--- src/verilog/tic_pkg.sv ---
// Package: register map, field layout and direction encodings for capture cfg
package tic_pkg;

   // ------------------------------------------------------------
   // Register map (byte addresses)
   // ------------------------------------------------------------
   localparam logic [7:0] MODE_OFS = 8'h00;
   localparam logic [7:0] CTRL_OFS = 8'h04;
   localparam logic [7:0] STAT_OFS = 8'h08;
   localparam logic [31:0] RESET_VAL = 32'h0000_0000;
   localparam logic [31:0] MODE_MASK = 32'h0000_ffff;
   localparam logic [31:0] CTRL_MASK = 32'h0000_0307;

   // ------------------------------------------------------------
   // Mode register field positions
   // ------------------------------------------------------------
   localparam int CH1_DIR_LSB = 0;
   localparam int CH1_PSC_LSB = 2;
   localparam int CH1_FILT_LSB = 4;
   localparam int CH2_DIR_LSB = 8;
   localparam int CH2_PSC_LSB = 10;
   localparam int CH2_FILT_LSB = 12;

   // ------------------------------------------------------------
   // Control and status field positions
   // ------------------------------------------------------------
   localparam int CTRL_EN1_BIT = 0;
   localparam int CTRL_EN2_BIT = 1;
   localparam int CTRL_TRG_BIT = 2;
   localparam int CTRL_CKD_LSB = 8;
   localparam int STAT_FILT_LSB = 0;
   localparam int STAT_PSC1_LSB = 4;
   localparam int STAT_PSC2_LSB = 8;

   // ------------------------------------------------------------
   // Encodings
   // ------------------------------------------------------------
   localparam logic [1:0] DIR_OUTPUT = 2'h0;
   localparam logic [1:0] DIR_OWN = 2'h1;
   localparam logic [1:0] DIR_OTHER = 2'h2;
   localparam logic [1:0] DIR_TRIG = 2'h3;

   typedef struct packed {
      logic kern;
      logic [2:0] div_log2;
      logic [3:0] n;
   } tic_filt_cfg_s;

   typedef struct packed {
      logic [1:0] dir;
      logic [1:0] psc;
      logic [3:0] filt;
   } tic_chan_cfg_s;

endpackage

--- src/verilog/tic_capture_cfg.sv ---
// Two-channel input capture configuration: filter, routing, prescaler
//
// How it works
// - Ch2 direction: 00 output, 01 input 2, 10 input 1, 11 trigger.
// - Ch2 direction writes take effect only while ch2 is disabled.
// - Trigger routing works only when internal trigger source is chosen.
// - Ch1 direction bits 1:0: 00 output, 01 input 1, 10 input 2, 11 trigger.
// - Ch1 direction writes take effect only while ch1 is disabled.
// - Ch1 filter passes a level after N equal consecutive samples.
// - Code 0 no filter at sampling rate; 1..3 kernel rate, N 2,4,8.
// - Codes 4,5 sample rate/2 N 6,8; code 8 rate/8 N 8.
// - Codes 10..12 rate/16 N 5,6,8; 13,14 rate/32 N 5,6.
// - Prescaler captures every 1, 2, 4 or 8 detected edges.
// - Prescaler event count is held cleared while channel disabled.
// - Ch2 filter 15:12, prescaler 11:10 reset zero; 31:16 read zero.
//
// The placing of the registers and the APB interface to the registers were decided locally.
`timescale 1ns/100ps

module tic_capture_cfg (
   input wire logic pclk,
   input wire logic presetn,
   input wire logic psel,
   input wire logic penable,
   input wire logic pwrite,
   input wire logic [7:0] paddr,
   input wire logic [31:0] pwdata,
   output logic [31:0] prdata,
   output logic pready,
   output logic pslverr,
   input wire logic timer_input_1,
   input wire logic timer_input_2,
   input wire logic internal_trigger_input,
   output logic ch1_filtered,
   output logic ch2_filtered,
   output logic ch1_capture_pulse,
   output logic ch2_capture_pulse
);

   // ------------------------------------------------------------
   // Functions
   // ------------------------------------------------------------
   function automatic tic_pkg::tic_filt_cfg_s filt_cfg(input logic [3:0] c);
      tic_pkg::tic_filt_cfg_s r;
      r.kern = 1'b0;
      r.div_log2 = 3'h0;
      r.n = 4'h1;
      unique case (c)
         4'h0: r.n = 4'h1;
         4'h1: begin r.kern = 1'b1; r.n = 4'h2; end
         4'h2: begin r.kern = 1'b1; r.n = 4'h4; end
         4'h3: begin r.kern = 1'b1; r.n = 4'h8; end
         4'h4: begin r.div_log2 = 3'h1; r.n = 4'h6; end
         4'h5: begin r.div_log2 = 3'h1; r.n = 4'h8; end
         4'h6: begin r.div_log2 = 3'h2; r.n = 4'h6; end
         4'h7: begin r.div_log2 = 3'h2; r.n = 4'h8; end
         4'h8: begin r.div_log2 = 3'h3; r.n = 4'h8; end
         4'h9: begin r.div_log2 = 3'h3; r.n = 4'h6; end
         4'ha: begin r.div_log2 = 3'h4; r.n = 4'h5; end
         4'hb: begin r.div_log2 = 3'h4; r.n = 4'h6; end
         4'hc: begin r.div_log2 = 3'h4; r.n = 4'h8; end
         4'hd: begin r.div_log2 = 3'h5; r.n = 4'h5; end
         4'he: begin r.div_log2 = 3'h5; r.n = 4'h6; end
         4'hf: begin r.div_log2 = 3'h5; r.n = 4'h8; end
      endcase
      return r;
   endfunction

   // Low-bit mask of k ones (value 2**k - 1), used for divide decisions
   function automatic logic [4:0] low_mask(input logic [2:0] k);
      return 5'((6'h01 << k) - 6'h01);
   endfunction

   // Source routing; own/other differ between the two channels
   function automatic logic route(input logic [1:0] dir, input logic own,
                                  input logic other, input logic trg,
                                  input logic trg_ok);
      logic r;
      r = 1'b0;
      unique case (dir)
         tic_pkg::DIR_OUTPUT: r = 1'b0;
         tic_pkg::DIR_OWN: r = own;
         tic_pkg::DIR_OTHER: r = other;
         tic_pkg::DIR_TRIG: r = trg & trg_ok;
      endcase
      return r;
   endfunction

   // ------------------------------------------------------------
   // Registers
   // ------------------------------------------------------------
   logic [15:0] mode_q;
   logic [9:0] ctrl_q;
   logic [31:0] prdata_q;
   logic pready_q;
   logic pslverr_q;
   logic [1:0] ti_meta_q;
   logic [1:0] ti_sync_q;
   logic [1:0] filt_q;
   logic [3:0] fcnt_q [2];
   logic [1:0] dts_pre_q;
   logic [4:0] dts_cnt_q;
   logic [1:0] prev_q;
   logic [2:0] psc_cnt_q [2];
   logic [1:0] cap_q;

   tic_pkg::tic_chan_cfg_s ch_cfg [2];
   tic_pkg::tic_filt_cfg_s fcfg [2];
   logic [1:0] en;
   logic trg_ok;
   logic dts_tick;
   logic [4:0] dts_mask;
   logic [4:0] psc_mask [2];
   logic [1:0] samp_en;
   logic [1:0] chan_in;
   logic [1:0] edge_det;
   logic acc_wr;
   logic setup;
   logic mapped;

   assign ch_cfg[0] = {mode_q[tic_pkg::CH1_DIR_LSB +: 2],
                       mode_q[tic_pkg::CH1_PSC_LSB +: 2],
                       mode_q[tic_pkg::CH1_FILT_LSB +: 4]};
   assign ch_cfg[1] = {mode_q[tic_pkg::CH2_DIR_LSB +: 2],
                       mode_q[tic_pkg::CH2_PSC_LSB +: 2],
                       mode_q[tic_pkg::CH2_FILT_LSB +: 4]};
   assign en = {ctrl_q[tic_pkg::CTRL_EN2_BIT], ctrl_q[tic_pkg::CTRL_EN1_BIT]};
   assign trg_ok = ctrl_q[tic_pkg::CTRL_TRG_BIT];

   // ------------------------------------------------------------
   // APB slave
   // ------------------------------------------------------------
   // Zero-wait: pready rises in the access cycle from a setup-time flop
   assign setup = psel & ~penable;
   assign acc_wr = psel & penable & pready_q & pwrite;
   assign mapped = (paddr == tic_pkg::MODE_OFS) ||
                   (paddr == tic_pkg::CTRL_OFS) ||
                   (paddr == tic_pkg::STAT_OFS);

   always_ff @(posedge pclk or negedge presetn) begin
      if (!presetn) begin
         pready_q <= 1'b0;
         pslverr_q <= 1'b0;
         prdata_q <= tic_pkg::RESET_VAL;
      end else begin
         pready_q <= setup;
         pslverr_q <= setup & ~mapped;
         prdata_q <= tic_pkg::RESET_VAL;
         if (setup && !pwrite) begin
            unique case (paddr)
               tic_pkg::MODE_OFS: prdata_q <= {16'h0000, mode_q};
               tic_pkg::CTRL_OFS: prdata_q <= {22'h0, ctrl_q};
               tic_pkg::STAT_OFS: prdata_q <= {21'h0, psc_cnt_q[1], 1'b0,
                                               psc_cnt_q[0], 2'h0, filt_q};
               default: prdata_q <= tic_pkg::RESET_VAL;
            endcase
         end
      end
   end

   // Direction fields are frozen while their channel is enabled
   always_ff @(posedge pclk or negedge presetn) begin
      if (!presetn) begin
         mode_q <= tic_pkg::RESET_VAL[15:0];
      end else if (acc_wr && paddr == tic_pkg::MODE_OFS) begin
         mode_q[15:10] <= pwdata[15:10];
         mode_q[7:2] <= pwdata[7:2];
         if (!en[1]) begin
            mode_q[tic_pkg::CH2_DIR_LSB +: 2] <=
               pwdata[tic_pkg::CH2_DIR_LSB +: 2];
         end
         if (!en[0]) begin
            mode_q[tic_pkg::CH1_DIR_LSB +: 2] <=
               pwdata[tic_pkg::CH1_DIR_LSB +: 2];
         end
      end
   end

   always_ff @(posedge pclk or negedge presetn) begin
      if (!presetn) begin
         ctrl_q <= tic_pkg::RESET_VAL[9:0];
      end else if (acc_wr && paddr == tic_pkg::CTRL_OFS) begin
         ctrl_q <= pwdata[9:0] & tic_pkg::CTRL_MASK[9:0];
      end
   end

   assign prdata = prdata_q;
   assign pready = pready_q;
   assign pslverr = pslverr_q;

   // ------------------------------------------------------------
   // Pin synchronisers and sampling clock
   // ------------------------------------------------------------
   always_ff @(posedge pclk or negedge presetn) begin
      if (!presetn) begin
         ti_meta_q <= 2'h0;
         ti_sync_q <= 2'h0;
      end else begin
         ti_meta_q <= {timer_input_2, timer_input_1};
         ti_sync_q <= ti_meta_q;
      end
   end

   // Sampling clock is the kernel clock divided by 1, 2 or 4
   assign dts_mask = low_mask({1'b0, ctrl_q[tic_pkg::CTRL_CKD_LSB +: 2]});
   assign dts_tick = (dts_pre_q & dts_mask[1:0]) == 2'h0;

   always_ff @(posedge pclk or negedge presetn) begin
      if (!presetn) begin
         dts_pre_q <= 2'h0;
         dts_cnt_q <= 5'h00;
      end else begin
         dts_pre_q <= dts_pre_q + 2'h1;
         if (dts_tick) begin
            dts_cnt_q <= dts_cnt_q + 5'h01;
         end
      end
   end

   // ------------------------------------------------------------
   // Digital filters: input 1 by ch1 code, input 2 by ch2 code
   // ------------------------------------------------------------
   always_comb begin
      for (int i = 0; i < 2; i++) begin
         fcfg[i] = filt_cfg(ch_cfg[i].filt);
         psc_mask[i] = low_mask({1'b0, ch_cfg[i].psc});
         samp_en[i] = fcfg[i].kern | (dts_tick &&
            (dts_cnt_q & low_mask(fcfg[i].div_log2)) == 5'h00);
      end
   end

   always_ff @(posedge pclk or negedge presetn) begin
      if (!presetn) begin
         filt_q <= 2'h0;
         fcnt_q[0] <= 4'h0;
         fcnt_q[1] <= 4'h0;
      end else begin
         for (int i = 0; i < 2; i++) begin
            if (samp_en[i]) begin
               if (ti_sync_q[i] == filt_q[i]) begin
                  fcnt_q[i] <= 4'h0;
               end else if (fcnt_q[i] + 4'h1 >= fcfg[i].n) begin
                  filt_q[i] <= ti_sync_q[i];
                  fcnt_q[i] <= 4'h0;
               end else begin
                  fcnt_q[i] <= fcnt_q[i] + 4'h1;
               end
            end
         end
      end
   end

   assign ch1_filtered = filt_q[0];
   assign ch2_filtered = filt_q[1];

   // ------------------------------------------------------------
   // Routing, edge detect and capture prescaler
   // ------------------------------------------------------------
   assign chan_in[0] = route(ch_cfg[0].dir, filt_q[0], filt_q[1],
                             internal_trigger_input, trg_ok);
   assign chan_in[1] = route(ch_cfg[1].dir, filt_q[1], filt_q[0],
                             internal_trigger_input, trg_ok);
   // Rising edges only; no polarity control lives in this block
   assign edge_det = chan_in & ~prev_q;

   always_ff @(posedge pclk or negedge presetn) begin
      if (!presetn) begin
         prev_q <= 2'h0;
      end else begin
         prev_q <= chan_in;
      end
   end

   always_ff @(posedge pclk or negedge presetn) begin
      if (!presetn) begin
         psc_cnt_q[0] <= 3'h0;
         psc_cnt_q[1] <= 3'h0;
         cap_q <= 2'h0;
      end else begin
         for (int i = 0; i < 2; i++) begin
            cap_q[i] <= 1'b0;
            if (!en[i]) begin
               psc_cnt_q[i] <= 3'h0;
            end else if (edge_det[i]) begin
               if (psc_cnt_q[i] == psc_mask[i][2:0]) begin
                  psc_cnt_q[i] <= 3'h0;
                  cap_q[i] <= 1'b1;
               end else begin
                  psc_cnt_q[i] <= psc_cnt_q[i] + 3'h1;
               end
            end
         end
      end
   end

   assign ch1_capture_pulse = cap_q[0];
   assign ch2_capture_pulse = cap_q[1];
endmodule

--- config.mk ---
export PLATFORM = sky130hd
export DESIGN_NAME = tic_capture_cfg
export DESIGN_NICKNAME = d
export VERILOG_FILES = /design/src/verilog/tic_pkg.sv /design/src/verilog/tic_capture_cfg.sv
export SDC_FILE = /design/constraint.sdc
export NUM_CORES = 1
export LEC_CHECK = 0
export ABC_CLOCK_PERIOD_IN_PS = 2300
export BUFFER_PORTS_ARGS = -buffer_cell sky130_fd_sc_hd__buf_2
export CAP_MARGIN = 20
export CORE_MARGIN = 2
export CORE_UTILIZATION = 45
export DETAILED_ROUTE_END_ITERATION = 10
export GPL_TIMING_DRIVEN = 0
export PLACE_DENSITY = 0.71
export SLEW_MARGIN = 10
export SYNTH_ARGS = -nofsm -noshare
export SYNTH_HDL_FRONTEND = slang
export SYNTH_SLANG_ARGS = --single-unit
--- constraint.sdc ---
create_clock -name pclk -period 2.3 [get_ports pclk]
set_input_delay 0.23 -clock pclk [delete_from_list [all_inputs] [get_ports pclk]]
set_output_delay 0.23 -clock pclk [all_outputs]
set_load 0.02 [all_outputs]
# --- Word-level counts from Yosys, hierarchy flattened ---
# Index checks and enable logic that the tools add are counted.
classes:
  n_addsub: 11
  n_mul: 0
  n_div: 0
  magnitude_cmp: 2
  n_eq_ne: 44
  shifts: 5
  n_mux: 26
  n_bitwise: 19
  n_reduce_logical: 38
op_table:
  columns: ["cell", "count"]
  rows:
  - ["$eq A4 B4 Y1 const B", 16]
  - ["$pmux W16 S3", 1]
  - ["$pmux W4 S6", 2]
  - ["$eq A4 B3 Y1 const B", 8]
  - ["$mux W32", 1]
  - ["$pmux W3 S5", 2]
  - ["$mux W3", 6]
  - ["$reduce_or A3 Y1", 6]
  - ["$eq A4 B2 Y1 const B", 4]
  - ["$mux W4", 4]
  - ["$reduce_or A2 Y1", 8]
  - ["$reduce_or A6 Y1", 2]
  - ["$and A5 B5 Y5", 2]
  - ["$logic_not A5 Y1", 2]
  - ["$reduce_or A5 Y1", 2]
  - ["$shl A1 B3 Y5 const A", 2]
  - ["$sub A5 B1 Y5 const B", 2]
  - ["$add A4 B1 Y4 const B", 2]
  - ["$eq A2 B2 Y1 const B", 4]
  - ["$eq A4 B1 Y1 const B", 2]
  - ["$eq A8 B3 Y1 const B", 1]
  - ["$eq A8 B4 Y1 const B", 1]
  - ["$ge A4 B4 Y1", 2]
  - ["$logic_not A4 Y1", 2]
  - ["other kinds (25)", 61]
word_totals:
  ff_bits: 86
  latchBits: 0
  ram_bits: 0
  mem_bits_ro: 0
  in_bits: 48
  out_inout_bits: 38
  wordCells: 164
  mem_count: 0

# --- Depth between registers and ports, before layout ---
logic_depth:
  ltp_word: 10
  mapped_depth: 10
  ltp_nobuf: 10

# --- Worst setup path after synthesis ---
# OpenSTA, ideal clock, no wires.
synth_path:
  kind: "reg2reg"
  start: "reg mode_q[6]"
  end: "reg fcnt_q[4] (netlist bit)"
  setup_time_ps: 125
  arrival_time_ps: 2306
  required_time_ps: 2175
  path_slack_ps: -130
  path_stages_with_launch: 10
  path_buffers: 1
  synth_period_minus_slack_ps: 2430
  cell_sequence: "dfrtp_1 > clkbuf_1 > nand2_1 > or2_2 > ha_1 > nand2b_1 > nand3_1 > a2111oi_4 > or2_2 > mux2_2"
synth_via:
  elab_chain_len: 9
  elab_cells_between_ends: 37
  cone_classes: "1 x add/sub; 1 x order compare; 15 x eq/ne; 1 x shift; 5 x mux; 2 x bitwise; 12 x reduce/logical"
synth_rtl:
  columns: ["element", "line_no", "source"]
  rows:
  - ["from (decl)", "tic_capture_cfg.sv:92", "logic [15:0] mode_q;"]
  - ["from (signal assigned)", "tic_capture_cfg.sv:164", "mode_q <= tic_pkg::RESET_VAL[15:0];"]
  - ["from (signal assigned)", "tic_capture_cfg.sv:167", "mode_q[7:2] <= pwdata[7:2];"]
  - ["from (signal, indexed assignment)", "tic_capture_cfg.sv:169", "mode_q[tic_pkg::CH2_DIR_LSB +: 2] <="]
  - ["$eq A4 B4 Y1 / $eq A4 B3 Y1 (equally long branches)", "tic_capture_cfg.sv:48", "unique case (c)"]
  - ["$reduce_or A3 Y1 (no line) / $reduce_or A2 Y1 (equally long branches)", null, null]
  - ["$pmux W3 S5", "tic_capture_cfg.sv:48", null]
  - ["$shl A1 B3 Y5", "tic_capture_cfg.sv:71", "return 5'((6'h01 << k) - 6'h01);"]
  - ["$sub A5 B1 Y5", "tic_capture_cfg.sv:71", null]
  - ["$and A5 B5 Y5", "tic_capture_cfg.sv:228", "(dts_cnt_q & low_mask(fcfg[i].div_log2)) == 5'h00);"]
  - ["$logic_not A5 Y1", "tic_capture_cfg.sv:228", null]
  - ["$logic_and A1 B1 Y1", "tic_capture_cfg.sv:227", "samp_en[i] = fcfg[i].kern | (dts_tick &&"]
  - ["$or A1 B1 Y1", "tic_capture_cfg.sv:227", null]
  - ["to (signal, indexed assignment)", "tic_capture_cfg.sv:246", "fcnt_q[i] <= fcnt_q[i] + 4'h1;"]
  - ["to (decl)", "tic_capture_cfg.sv:100", "logic [3:0] fcnt_q [2];"]
# Parallel ways exist; a longest one is shown, timed or not.
# A chain may end at the register's enable or synchronous reset.

# --- Worst setup path after layout ---
layout_path:
  start: "reg mode_q[7]"
  end: "reg fcnt_q[4] (netlist bit)"
# The elaborated chain is that of the path after synthesis.

==> flow_summary.toml <==
[floorplan]
start_util_pct = 46.1
row_count = 33
ios = 86
chipWidth_um = 95.3
die_area_um2 = 9080
chipHeight_um = 95.3
core_um2 = 8130

[yosys]
synthFlopType = "dfrtp_1"
ys_types = 50
synth_most_common_cell = "dfrtp_1"
async_reset_ff_share_pct = 100
synth_compound_area_share_pct = 10.5
synthAdderAreaFrac_pct = 5.01
synthXorXnorAreaFrac_pct = 3.27
yosysWarningCount = 0
synthSimpleGateAreaFrac_pct = 18.5
synth.area.top_cells = "dfrtp_1 (47%), mux2_2 (6.6%), ha_1 (5.0%)"
yosysTopAreaCell = "dfrtp_1"
synth_top_family_by_area = "simple AND/OR/NAND/NOR gates"
synth-seq-cells = 70
syn_inst = 364
syn-cell-area_um2 = 3750
avgSynthCellArea_um2 = 10.3
synthMuxAreaShare_pct = 10.1
synth_commonest_cells = "dfrtp_1 (70), nor2_1 (29), nand2_1 (27), mux2_2 (22), o21ai_0 (19)"
synth_top_area_share_pct = 46.7
synth-edff-count = 0
yosysSeqAreaShare_pct = 46.7

[layout]
syn_to_final_growth_pct = 27.1
final_cells = 570
diodes = 0
nFillCells = 712
layout-drive-gt1-share_pct = 34.8
final_nets = 523

[timing]
skew_ns = 0.00737
max_freq_ghz = 0.421
period_needed_ns = 2.37
setup_viol = 5
hold_ws_ns = 0.0958
fin_crit_sh_pct = 103
finalSetupTns_ns = -0.146
worst_pin_slew_ns = 0.632
slew_headroom_pct = 57.9
setup_ws_ns = -0.0743
maxSlewViolCount = 0
hold_violations = 0
grt_setup_unrepaired = "yes"

[setup_path]
critical_path_arrival_ns = 2.61
cp.required_ns = 2.54
rrSetupSlack_ns = -0.07
critPathCaptureType = "register"
crit_path_top_delay_cell = "dfrtp_2"
timing.rr.start = "mode_q[7]"
r2r_end = "fcnt_q[4]"
crit_chain = "inv_4 > nand2_4 > or2_4 > ha_4 > nand2b_4 > nand3_4 > a2111oi_4 > or2_4 > mux2_4"
worstSetupStartpointType = "register"
cpPeakStageDelay_ns = 0.46
critical_path_class = "reg2reg"
critical_path_peak_fanout = 4
cp_common_cell = "or2_4"
r2r_cells = 9

[pwr]
p_switching_w = 0.000903
ir_drop_uv = 366
pwr-share-clk_pct = 34.8
p_seq_share_pct = 45.7
p_int_w = 0.00228
swShare_pct = 28.3
p_total_w = 0.00319
p_comb_share_pct = 19.5
power_density_nw_per_um2 = 669
p_leak_nw = 2.39

[grt]
grt.total_usage_pct = 18.5
gr-total-overflow = 0
grt_max_degree = 57
antenna_found_initial = 0
grt_pass1_vias = 2682
grt_pass1_wl_um = 12700

[clock_tree]
cts_buffer_depth = 2
worstSkewPairLatency_ns = 0.35
cts_tree = "done"
htreeDepth = 3
cts_buffers = 9
clk_pin_slew_ns = 0.08
ctsRootBufferMaster = "clkbuf_8"
cts_sinks = 70

[detailed_routing]
drt_iter0_markers = 110
drc = 0
drt_first_pass_iters = 5
ant_nets = 0
vias_per_cell = 5.20
vias = 2962
routed_wl_um = 8340
wl_per_cell_um = 14.6

[min_path]
min_path_cells = 3
min_path_type = "in2reg"
hold_end = "mode_q[7]"
hp-start = "pwdata[7]"

[placed_design]
place_congestion = 0.837
dp_slack_ns = -0.264
dp.cells = 537
hpwl_um = 5650
portBuffers = 52

[run_status]
status = "finished, violations left"
violations = "setup timing"

[flow_run]
drv_cap = 0
==> area by class of cell <==
class / instances / area [µm²] / area share, %
Sequential cell: 70 / 1750 / 36.8
Multi-Input combinational cell: 272 / 1980 / 41.6
Clock buffer: 10 / 138 / 2.89
Tap cell: 105 / 131 / 2.76
Inverter: 10 / 40.0 / 0.840
Clock inverter: 6 / 85.1 / 1.78
Timing Repair Buffer: 70 / 429 / 9.00
Buffer: 27 / 208 / 4.36
==> worst max-delay path by stage <==
stage / startpoint / to / slack [ns] / depth (start not counted)
2_1_floorplan: mode_q[6] / fcnt_q[4] / -0.03 / 9
3_3_place_gp: mode_q[6] / fcnt_q[4] / -0.23 / 9
3_5_place_dp: mode_q[6] / fcnt_q[4] / -0.26 / 9
4_1_cts: mode_q[7] / fcnt_q[4] / -0.04 / 8
5_1_grt: mode_q[6] / fcnt_q[4] / -0.11 / 9
6_report: mode_q[7] / fcnt_q[4] / -0.07 / 9
==> kinds of logic after synthesis <==
family	Yosys count
buffers and inverters	37
xor gates and xnor gates	14
adders and majority gates	15
and+or+nand+nor	131
muxes	35
DFF	70
AOI/OAI and AO/OA	61
other	1
==> power groups by stage <==
| stage | sequential [W] | combinational [W] | clock [W] |
|---|---|---|---|
| after global routing | 0.00147 | 0.000697 | 0.00119 |
| after detailed placement | 0.00147 | 0.000515 | 0 |
| final | 0.00146 | 0.000620 | 0.00111 |
| after floorplan | 0.00144 | 0.000383 | 0 |
| after global placement | 0.00146 | 0.000494 | 0 |
| after CTS | 0.00145 | 0.000536 | 0.00114 |
==> critical path: cells and delay by family (launching register included) <==
| kind | cells | cell delay, ns |
|---|---|---|
| simple gates | 5 | 0.71 |
| flops | 1 | 0.46 |
| compound gates | 1 | 0.45 |
| mux | 1 | 0.29 |
| fa+ha+maj | 1 | 0.26 |
| buf+inv | 1 | 0.09 |
==> registers in the layout, indices dropped and copies added, names as in the netlist <==
name,count
prev_q,2
psc_cnt_q,6
cap_q,2
ti_meta_q,2
dts_pre_q,2
mode_q,16
ti_sync_q,2
pready,1
ctrl_q,5
dts_cnt_q,5
filt_q,2
pslverr,1
fcnt_q,8
prdata,16
==> layer usage <==
metal / track usage (%) / up-vias / routed length, µm
met1: 24.6 / 1431 / 3730
met5: 0 / - / 0
li1: - / 1442 / -
met2: 29.3 / 73 / 4120
met3: 4.74 / 16 / 327
met4: 6.76 / 0 / 165
==> metrics by stage <==
step | utilization (%) | instance area [µm²]
2_1_floorplan | - | 3830
3_3_place_gp | 51.9 | 4220
3_5_place_dp | 52.2 | 4250
4_1_cts | 56.2 | 4570
5_1_grt | 58.6 | 4770
6_report | 58.6 | 4770
==> timing repair <==
item	in CTS	in global routing
pin swaps	3	15
endpoints found under the hold margin	16	0
setup endpoints to repair	9	10
setup buffers	6	8
hold buffers	3	0
gates resized for setup	6	39
==> layout by cell type (no fill, tap or decap), types with 4 or more instances in the layout <==
cell	netlist	layout
nor2_1	29	27
nor2b_1	6	4
xor2_1	4	4
conb_1	1	16
nand2b_1	9	6
and2_1	8	8
buf_2	3	53
clkbuf_8	0	10
nand3b_1	5	5
nand3_1	11	10
nand2_1	27	26
buf_6	1	4
xnor2_1	10	10
nor3_1	5	5
buf_4	17	32
mux2_2	22	20
or2_4	0	4
mux2i_1	11	11
ha_1	15	14
dfrtp_1	70	69
nand4_1	5	5
inv_1	10	9
o21ai_0	19	15
a21oi_1	18	16
and3_1	5	5
nor3b_1	4	4
(Power assumes the default switching activity.)
